$ cat config.mk
export PLATFORM = sky130hd
export DESIGN_NAME = lost_motion_comp
export DESIGN_NICKNAME = d
export VERILOG_FILES = /design/src/core/lost_motion_comp.v
export VERILOG_INCLUDE_DIRS = /design/src /design/src/core
export SDC_FILE = /design/constraint.sdc
export NUM_CORES = 2
export LEC_CHECK = 0
export ABC_AREA = 0
export BUFFER_PORTS_ARGS = -buffer_cell sky130_fd_sc_hd__buf_2
export CAP_MARGIN = 30
export CORE_ASPECT_RATIO = 2
export CORE_MARGIN = 4
export CORE_UTILIZATION = 38
export DETAILED_ROUTE_END_ITERATION = 10
export HOLD_SLACK_MARGIN = 0.12
export PLACE_DENSITY_LB_ADDON = 0.08
export SYNTH_ARGS = -nofsm -noshare
export SYNTH_HDL_FRONTEND = slang
export SYNTH_SLANG_ARGS = --single-unit
$ cat constraint.sdc
create_clock -name sys_clk -period 11.35 [get_ports sys_clk]
set_input_delay 2.27 -clock sys_clk [delete_from_list [all_inputs] [get_ports sys_clk]]
set_output_delay 2.27 -clock sys_clk [all_outputs]
set_load 0.005 [all_outputs]
$ cat src/core/lmc_defs.vh
// How it works
// - reversal compensation acts only in position or positioning mode
// - a reversal of commanded travel direction fires one compensation event
// - compensation type field: 0 turns reversal compensation off, 1 on
// - dead band counts single pulses for unit 0, thousand pulses for unit 1
// - separate amounts for forward-to-reverse and reverse-to-forward reversals
// - each compensation starts after the programmed start delay
// - start delay resets to zero, so compensation starts at once
// - droop fluctuation within dead band means zero speed, no reversal seen
// - nonzero time constant high-pass filters the amount; zero bypasses filter
// - trace compensation needs the trace selection field equal to 2
// - trace compensation cancels residual droop at steady speed and ramps
// - in-position condition 1 also requires command output complete
// - trace compensation acts only in position or positioning mode
// - trace compensation is blocked while model control selection is 2
`ifndef LMC_DEFS_VH
`define LMC_DEFS_VH

// register byte addresses
`define LMC_A_CTRL 8'h00
`define LMC_A_AMT_F2R 8'h04
`define LMC_A_AMT_R2F 8'h08
`define LMC_A_HP_TC 8'h0C
`define LMC_A_DELAY 8'h10
`define LMC_A_DEAD_BAND 8'h14
`define LMC_A_TRACE_GAIN 8'h18
`define LMC_A_STATUS 8'h1C
`define LMC_A_TORQUE 8'h20

// control register field positions
`define LMC_F_TYPE 0
`define LMC_F_DB_UNIT 1
`define LMC_F_INPOS 2
`define LMC_F_TRACE_LO 4
`define LMC_F_GAIN_LO 8
`define LMC_F_MBC_LO 12

// field encodings
`define LMC_TYPE_ON 1'b1
`define LMC_DB_KPULSE 1'b1
`define LMC_DB_KSCALE 32'h0000_03E8
`define LMC_TRACE_ON 2'h2
`define LMC_MBC_PID 2'h2
`define LMC_INPOS_DONE 1'b1
`define LMC_MODE_POS 2'h0
`define LMC_MODE_PTP 2'h1

// reset values
`define LMC_RST_DELAY 16'h0000
`define LMC_RST_HP_TC 16'h0000
`define LMC_RST_GAIN_MODE 2'h0
`define LMC_RST_TRACE_GAIN 16'h0100

// timing: delay and filter settings count 0.1 ms steps
`define LMC_CLK_NS 10
`define LMC_STEP_NS 100000
`define LMC_STEP_CYCLES (`LMC_STEP_NS / `LMC_CLK_NS)

`endif

$ cat src/core/lost_motion_comp.v
`timescale 1ns/1ps
`default_nettype none
`include "lmc_defs.vh"

module lost_motion_comp
#(
	parameter STEP_CYCLES = `LMC_STEP_CYCLES
)
(
	// clock and reset
	input wire sys_clk,
	input wire arst_n,
	// register port
	input wire [7:0] reg_addr,
	input wire [31:0] reg_wdata,
	input wire reg_wr,
	input wire reg_rd,
	output reg [31:0] reg_rdata,
	// position loop inputs
	input wire [1:0] ctrl_mode,
	input wire signed [15:0] cmd_speed,
	input wire signed [31:0] droop,
	input wire signed [15:0] torque_cmd_in,
	input wire in_range,
	input wire cmd_output_done,
	// outputs to current loop and i/o
	output reg signed [15:0] torque_cmd_out,
	output reg in_position_flag,
	output reg comp_active
);

	// last count of the step timer, cut to the 16-bit counter on purpose
	localparam [31:0] STEP_FULL = STEP_CYCLES - 1;
	localparam [15:0] STEP_LAST = STEP_FULL[15:0];

	reg rst_s1;
	reg rst_n;
	reg reversal_comp_select;
	reg db_unit;
	reg in_position_condition;
	reg [1:0] trace_comp_select;
	reg [1:0] gain_tuning_mode;
	reg [1:0] model_based_control_select;
	reg signed [15:0] comp_amount_fwd_to_rev;
	reg signed [15:0] comp_amount_rev_to_fwd;
	reg [15:0] comp_highpass_time_constant;
	reg [15:0] comp_start_delay;
	reg [15:0] comp_dead_band;
	reg [15:0] model_loop_gain;
	reg [15:0] step_cnt;
	reg step;
	reg signed [31:0] droop_prev;
	reg have_dir;
	reg last_dir;
	reg comp_pending;
	reg [15:0] delay_cnt;
	reg signed [15:0] pend_amt;
	reg signed [23:0] comp_acc;
	reg [31:0] next_rdata;

	wire pos_ok;
	wire lmc_en;
	wire trace_on;
	wire [31:0] db_pulses;
	wire signed [31:0] fluct;
	wire [31:0] fluct_abs;
	wire zero_speed;
	wire moving;
	wire new_dir;
	wire reversal;
	wire signed [15:0] sel_amt;
	wire signed [23:0] decay;
	wire signed [23:0] decay_q;
	wire signed [48:0] trace_prod;
	wire signed [49:0] trace_term;
	wire signed [49:0] torque_sum;
	wire signed [15:0] next_torque;

	// reset release through two flops
	always @(posedge sys_clk or negedge arst_n)
	begin
		if (!arst_n)
		begin
			rst_s1 <= 1'b0;
			rst_n <= 1'b0;
		end
		else
		begin
			rst_s1 <= 1'b1;
			rst_n <= rst_s1;
		end
	end

	// mode qualifiers
	assign pos_ok = (ctrl_mode == `LMC_MODE_POS) || (ctrl_mode == `LMC_MODE_PTP);
	assign lmc_en = pos_ok && (reversal_comp_select == `LMC_TYPE_ON);
	assign trace_on = pos_ok
		&& (trace_comp_select == `LMC_TRACE_ON)
		&& (model_based_control_select != `LMC_MBC_PID);

	// dead band scaled by its unit, compared with droop change per step
	assign db_pulses = (db_unit == `LMC_DB_KPULSE) ?
		({16'h0000, comp_dead_band} * `LMC_DB_KSCALE) : {16'h0000, comp_dead_band};
	assign fluct = droop - droop_prev;
	assign fluct_abs = fluct[31] ? (32'h0000_0000 - fluct) : fluct;
	assign zero_speed = (fluct_abs <= db_pulses);
	assign moving = (cmd_speed != 16'sh0000) && !zero_speed;
	// zero command counts as forward here but never as moving
	assign new_dir = !cmd_speed[15];

	// a reversal is judged once per step so the dead band sees a whole step of droop
	assign reversal = step && lmc_en && moving && have_dir && (new_dir != last_dir);
	// old direction forward means the axis now turns to reverse
	assign sel_amt = last_dir ? comp_amount_fwd_to_rev : comp_amount_rev_to_fwd;

	// first order decay: one time constant in steps drains about 63 percent
	assign decay_q = comp_acc / $signed({8'h00, comp_highpass_time_constant});
	// once the quotient truncates to zero the remainder goes in one step;
	// otherwise an amount of either sign below the time constant would park there and never release
	assign decay = (comp_highpass_time_constant == 16'h0000) ? 24'sh00_0000 :
		(decay_q == 24'sh00_0000) ? comp_acc : decay_q;

	// trace term: residual droop times gain, 8 fraction bits
	assign trace_prod = droop * $signed({1'b0, model_loop_gain});
	assign trace_term = trace_on ? {{9{trace_prod[48]}}, trace_prod[48:8]} : 50'sh0;
	assign torque_sum = {{34{torque_cmd_in[15]}}, torque_cmd_in}
		+ {{34{comp_acc[23]}}, comp_acc[23:8]} + trace_term;
	// saturate rather than wrap, a wrapped torque would flip its sign
	assign next_torque = (torque_sum > 50'sh0_0000_0000_7FFF) ? 16'sh7FFF :
		(torque_sum < -50'sh0_0000_0000_8000) ? 16'sh8000 : torque_sum[15:0];

	// register writes; gain tuning mode is only stored,
	// the order of set-up is left to software
	always @(posedge sys_clk or negedge rst_n)
	begin
		if (!rst_n)
		begin
			reversal_comp_select <= 1'b0;
			db_unit <= 1'b0;
			in_position_condition <= 1'b0;
			trace_comp_select <= 2'h0;
			gain_tuning_mode <= `LMC_RST_GAIN_MODE;
			model_based_control_select <= 2'h0;
			comp_amount_fwd_to_rev <= 16'sh0000;
			comp_amount_rev_to_fwd <= 16'sh0000;
			comp_highpass_time_constant <= `LMC_RST_HP_TC;
			comp_start_delay <= `LMC_RST_DELAY;
			comp_dead_band <= 16'h0000;
			model_loop_gain <= `LMC_RST_TRACE_GAIN;
		end
		else if (reg_wr)
		begin
			case (reg_addr)
				`LMC_A_CTRL:
				begin
					reversal_comp_select <= reg_wdata[`LMC_F_TYPE];
					db_unit <= reg_wdata[`LMC_F_DB_UNIT];
					in_position_condition <= reg_wdata[`LMC_F_INPOS];
					trace_comp_select <= reg_wdata[`LMC_F_TRACE_LO +: 2];
					gain_tuning_mode <= reg_wdata[`LMC_F_GAIN_LO +: 2];
					model_based_control_select <= reg_wdata[`LMC_F_MBC_LO +: 2];
				end
				`LMC_A_AMT_F2R: comp_amount_fwd_to_rev <= reg_wdata[15:0];
				`LMC_A_AMT_R2F: comp_amount_rev_to_fwd <= reg_wdata[15:0];
				`LMC_A_HP_TC: comp_highpass_time_constant <= reg_wdata[15:0];
				`LMC_A_DELAY: comp_start_delay <= reg_wdata[15:0];
				`LMC_A_DEAD_BAND: comp_dead_band <= reg_wdata[15:0];
				`LMC_A_TRACE_GAIN: model_loop_gain <= reg_wdata[15:0];
				default: ;
			endcase
		end
	end

	// read mux, data only in the cycle after the strobe
	always @*
	begin
		next_rdata = 32'h0000_0000;
		case (reg_addr)
			`LMC_A_CTRL: next_rdata = {18'h0_0000, model_based_control_select, 2'h0,
				gain_tuning_mode, 2'h0, trace_comp_select, 1'b0, in_position_condition,
				db_unit, reversal_comp_select};
			`LMC_A_AMT_F2R: next_rdata = {{16{comp_amount_fwd_to_rev[15]}}, comp_amount_fwd_to_rev};
			`LMC_A_AMT_R2F: next_rdata = {{16{comp_amount_rev_to_fwd[15]}}, comp_amount_rev_to_fwd};
			`LMC_A_HP_TC: next_rdata = {16'h0000, comp_highpass_time_constant};
			`LMC_A_DELAY: next_rdata = {16'h0000, comp_start_delay};
			`LMC_A_DEAD_BAND: next_rdata = {16'h0000, comp_dead_band};
			`LMC_A_TRACE_GAIN: next_rdata = {16'h0000, model_loop_gain};
			`LMC_A_STATUS: next_rdata = {26'h000_0000, trace_on, comp_pending, comp_active,
				last_dir, have_dir, in_position_flag};
			`LMC_A_TORQUE: next_rdata = {{16{torque_cmd_out[15]}}, torque_cmd_out};
			default: next_rdata = 32'h0000_0000;
		endcase
	end

	// idle read data is zero, so a stale word never looks like an answer
	always @(posedge sys_clk or negedge rst_n)
	begin
		if (!rst_n)
			reg_rdata <= 32'h0000_0000;
		else
			reg_rdata <= reg_rd ? next_rdata : 32'h0000_0000;
	end

	// 0.1 ms step timer for delay, filter and droop sampling
	always @(posedge sys_clk or negedge rst_n)
	begin
		if (!rst_n)
		begin
			step_cnt <= 16'h0000;
			step <= 1'b0;
		end
		else
		begin
			step <= (step_cnt == STEP_LAST);
			step_cnt <= (step_cnt == STEP_LAST) ? 16'h0000 : step_cnt + 16'h0001;
		end
	end

	// direction tracking and compensation sequencing
	always @(posedge sys_clk or negedge rst_n)
	begin
		if (!rst_n)
		begin
			droop_prev <= 32'sh0000_0000;
			have_dir <= 1'b0;
			last_dir <= 1'b0;
			comp_pending <= 1'b0;
			delay_cnt <= 16'h0000;
			pend_amt <= 16'sh0000;
			comp_acc <= 24'sh00_0000;
			comp_active <= 1'b0;
		end
		else if (!lmc_en)
		begin
			// leaving position mode or disabling drops any compensation at once
			have_dir <= 1'b0;
			comp_pending <= 1'b0;
			comp_acc <= 24'sh00_0000;
			comp_active <= 1'b0;
			droop_prev <= droop;
		end
		else if (step)
		begin
			droop_prev <= droop;
			// zero speed steps keep the old direction, so jitter in the dead band fires nothing
			if (moving)
			begin
				have_dir <= 1'b1;
				last_dir <= new_dir;
			end
			if (reversal && (comp_start_delay == 16'h0000))
			begin
				// zero delay: apply on the reversal step itself
				comp_pending <= 1'b0;
				comp_acc <= {sel_amt, 8'h00};
				comp_active <= 1'b1;
			end
			else if (reversal)
			begin
				// a new reversal restarts the delay with the new amount
				comp_pending <= 1'b1;
				delay_cnt <= comp_start_delay - 16'h0001;
				pend_amt <= sel_amt;
				comp_acc <= comp_acc - decay;
			end
			else if (comp_pending && (delay_cnt == 16'h0000))
			begin
				comp_pending <= 1'b0;
				comp_acc <= {pend_amt, 8'h00};
				comp_active <= 1'b1;
			end
			else
			begin
				if (comp_pending)
					delay_cnt <= delay_cnt - 16'h0001;
				comp_acc <= comp_acc - decay;
				// drop the busy flag on the step that drains the last lsb
				if (comp_active && (comp_acc - decay == 24'sh00_0000))
					comp_active <= 1'b0;
			end
		end
	end

	// torque output and in-position flag
	always @(posedge sys_clk or negedge rst_n)
	begin
		if (!rst_n)
		begin
			torque_cmd_out <= 16'sh0000;
			in_position_flag <= 1'b0;
		end
		else
		begin
			torque_cmd_out <= next_torque;
			// with trace on droop stays near zero, so range alone says little
			if (in_position_condition == `LMC_INPOS_DONE)
				in_position_flag <= in_range && cmd_output_done;
			else
				in_position_flag <= in_range;
		end
	end

endmodule
`default_nettype wire

==> reports/results.txt <==
Outcome: complete, but fails checks
Failing checks: setup timing
Least-Margin Pin Slew: 0.979 ns
Final ANT Viol Nets: 0
Crit path from: comp_acc[16]
Setup tns final: -1035.26 ns
DR vias: 52700
Worst-case clock buffer depth: 3
Startpoint types: flip-flop
Number of synthesized flops with an enable pin: 0
Detailed-route wire length per cell: 22.4 µm
Syn Inst Count: 6127
Htree depth: 1
Final Setup Violations: 40
Die width: 269 µm
Yosys warnings: 0
Crit Path Max Fanout: 8
PnR worst setup slack: -42.74 ns
Share of layout cells above drive strength 1: 0.360
Clk slew on worst S/H paths: 0.08 ns
Top reg by flops: droop_prev
CTS tree: yes
Cell taking the most area after synthesis: fa_1
Hold Path Class: flip-flop to async pin
Achievable Freq: 18.5 MHz
Root buffer cell: clkbuf_16
First-pass GRT wire length: 328000 µm
Worst EP arrival: 54.58 ns
Drt pass-1 iters: 6
Final min period: 54.09 ns
Die area: 143000 µm²
DP Cell Count: 9332
Routed WL: 217000 µm
Synthesized net count: 7359
Core area: 136000 µm²
Crit-path max cell delay: 0.52 ns
Clk sinks: 250
Max reg flops: 32
Placed cell area: 67200 µm²
Slowest cell on the critical path: or4b_4
Largest regs: droop_prev x32, comp_acc x24, reg_rdata x17
Post-synth cell types: 109
Dpl hpwl: 180000 µm
Die Y: 531 µm
Crit. End Element: flip-flop
Num rows: 191
Average size of a mapped cell: 8.48 µm²
Yosys reg bits: 250
Drt initial violations: 2438
Area Overhead vs Synth: 40.4%
Area contributors post-synth: fa_1, ha_1, dfrtp_1
Pin count of the biggest net entering global routing: 143
Final cell count without fillers: 9697
Share of the yosys chip area belonging to registers: 0.120
Final worst-path cycle share: 4.77
Worst clock skew: 0.0370 ns
Total GRT Usage: 0.299
Final net count: 9167
Top-area cell type share of the netlist area: 0.210
Finished Cell Area: 72900 µm²
Max Slew Vio Count: 0
Post-synth top flop: dfrtp_1
Initial antenna violation count: 14
MaxCap Viol Count: 0
IO buf count: 144
Vias in the first global route: 57300
Clk Latency, worst-skew pair: 0.63 ns
Final GP Congestion: 0.957
Unrepaired setup endpoints after global routing: yes
Slew margin rel.: 0.342
Total CTS buffers: 26
Synth async-reset ratio: 1.00
Initial Utilization: 0.383
Most frequent CP cell: buf_4
# hold bufs at CTS: 0
IO Count: 162
Grt total ovfl: 0
Post-synthesis cell area: 51900 µm²
Via/cell ratio: 5.44
Reg2Reg Launch Point: comp_acc[16]
Worst path required time: 11.85 ns
Number of fill cells: 12900
Fin. Hold Viols: 0
DRC Markers: 0
Critical path class: flip-flop to flip-flop
cells by family (layout without fill, tap and decap cells):
kind of cell / Yosys count / in the layout / share of synthesized area
flip-flops: 250 / 250 / 0.120
AND/OR/NAND/NOR: 1947 / 1947 / 0.182
multiplexers: 306 / 306 / 0.0652
buffers and inverters: 972 / 2800 / 0.0719
XOR/XNOR: 339 / 339 / 0.0572
AO/OA/AOI/OAI: 1192 / 1192 / 0.154
other: 1 / 6 / 0.0000722
adder cells (fa/ha/maj): 1120 / 1120 / 0.349
layout make-up:
| cell class | count | area (µm²) | area share |
|---|---|---|---|
| Tap cell | 1737 | 2170 | 0.0298 |
| Inverter | 749 | 2820 | 0.0386 |
| Multi-Input combinational cell | 4905 | 45300 | 0.621 |
| Antenna cell | 5 | 12.5 | 0.000172 |
| Sequential cell | 250 | 6260 | 0.0859 |
| Clock inverter | 19 | 262 | 0.00359 |
| Timing Repair Buffer | 2003 | 15400 | 0.212 |
| Clock buffer | 29 | 662 | 0.00908 |
cell usage after synthesis (9+ instances only):
library cell,count
mux2_2,256
clkbuf_1,182
and3_1,33
nand3_1,96
xor2_1,108
nor3_1,183
nor2_1,381
a21oi_1,307
o2111ai_1,9
nand2_1,642
or2_1,19
or4_1,20
a211oi_1,33
xnor2_1,231
buf_1,13
dfrtp_1,249
mux2i_1,49
nor3b_1,10
buf_4,21
fa_1,545
nor4_1,41
nand4_1,40
o21a_1,115
or3_1,60
o21bai_1,50
o211ai_1,33
a22o_1,9
a21boi_0,26
and2_1,228
a21o_1,102
o41ai_1,9
o21ai_0,198
a222oi_1,21
o31a_1,11
nand3b_1,12
or2_2,34
ha_1,575
a31oi_1,51
nand2b_1,59
nor2b_1,56
a221oi_1,28
o31ai_1,73
inv_1,747
repair_timing:
action	CTS	global route
buffers inserted	244	80
gates resized for setup	310	217
cloned	3	0
setup endpoints to repair	46	66
pin swaps	242	234
through the flow:
stage	setup slack [ns]	hold slack [ns]	utilization
detailed placement	-45.02	0.335	0.496
finish	-42.74	0.310	0.538
global placement	-44.31	0.336	0.496
global route	-45.50	0.358	0.538
floorplan	-43.63	0.331	-
CTS	-42.20	0.343	0.527
worst paths after layout:
check	endpoint	slack (ns)	depth (start not counted)
min in group sys_clk	rst_n	0.35	0
worst min-delay path	step_cnt[7]	0.31	0
max in group asynchronous	reg_rdata[12]	9.13	3
worst max-delay path	comp_active	-42.74	306
worst min register to register	step_cnt[7]	0.31	0
worst max register to register	comp_active	-42.74	306
critical path, delay by kind of cell, from the launching register on:
family | cells | cell delay [ns]
AO/OA/AOI/OAI | 144 | 25.51
XOR/XNOR | 2 | 0.28
adder cells (fa/ha/maj) | 25 | 6.41
buffers and inverters | 58 | 7.51
flip-flops | 1 | 0.39
multiplexers | 8 | 2.31
AND/OR/NAND/NOR | 69 | 11.46
layer usage:
layer  part of all wire  track usage
met3              0.032       0.0277
met5            0.00059            0
met2               0.56        0.611
met1               0.31        0.263
met4              0.097        0.228
cells in the final DEF, fill, tap and decap left out, types with 44 or more instances in the layout:
cell	Yosys	layout
xnor2_1	231	216
or3_1	60	55
nor3_1	183	167
o21bai_1	50	44
a21o_1	102	101
buf_2	7	132
nor2b_1	56	51
inv_1	747	730
buf_4	21	1785
and2_1	228	218
nand2b_1	59	58
mux2i_1	49	46
nand2_1	642	607
ha_4	0	58
xor2_1	108	103
ha_1	575	504
nor2_1	381	339
a21oi_1	307	231
o21a_1	115	111
fa_1	545	538
mux2_2	256	224
o21ai_0	198	129
a21oi_2	3	64
o31ai_1	73	56
dfrtp_1	249	247
nand3_1	96	88
Power is left out: the tool's default activity adds up to more than one toggle a clock period on the data nets, which glitch-free logic cannot reach.
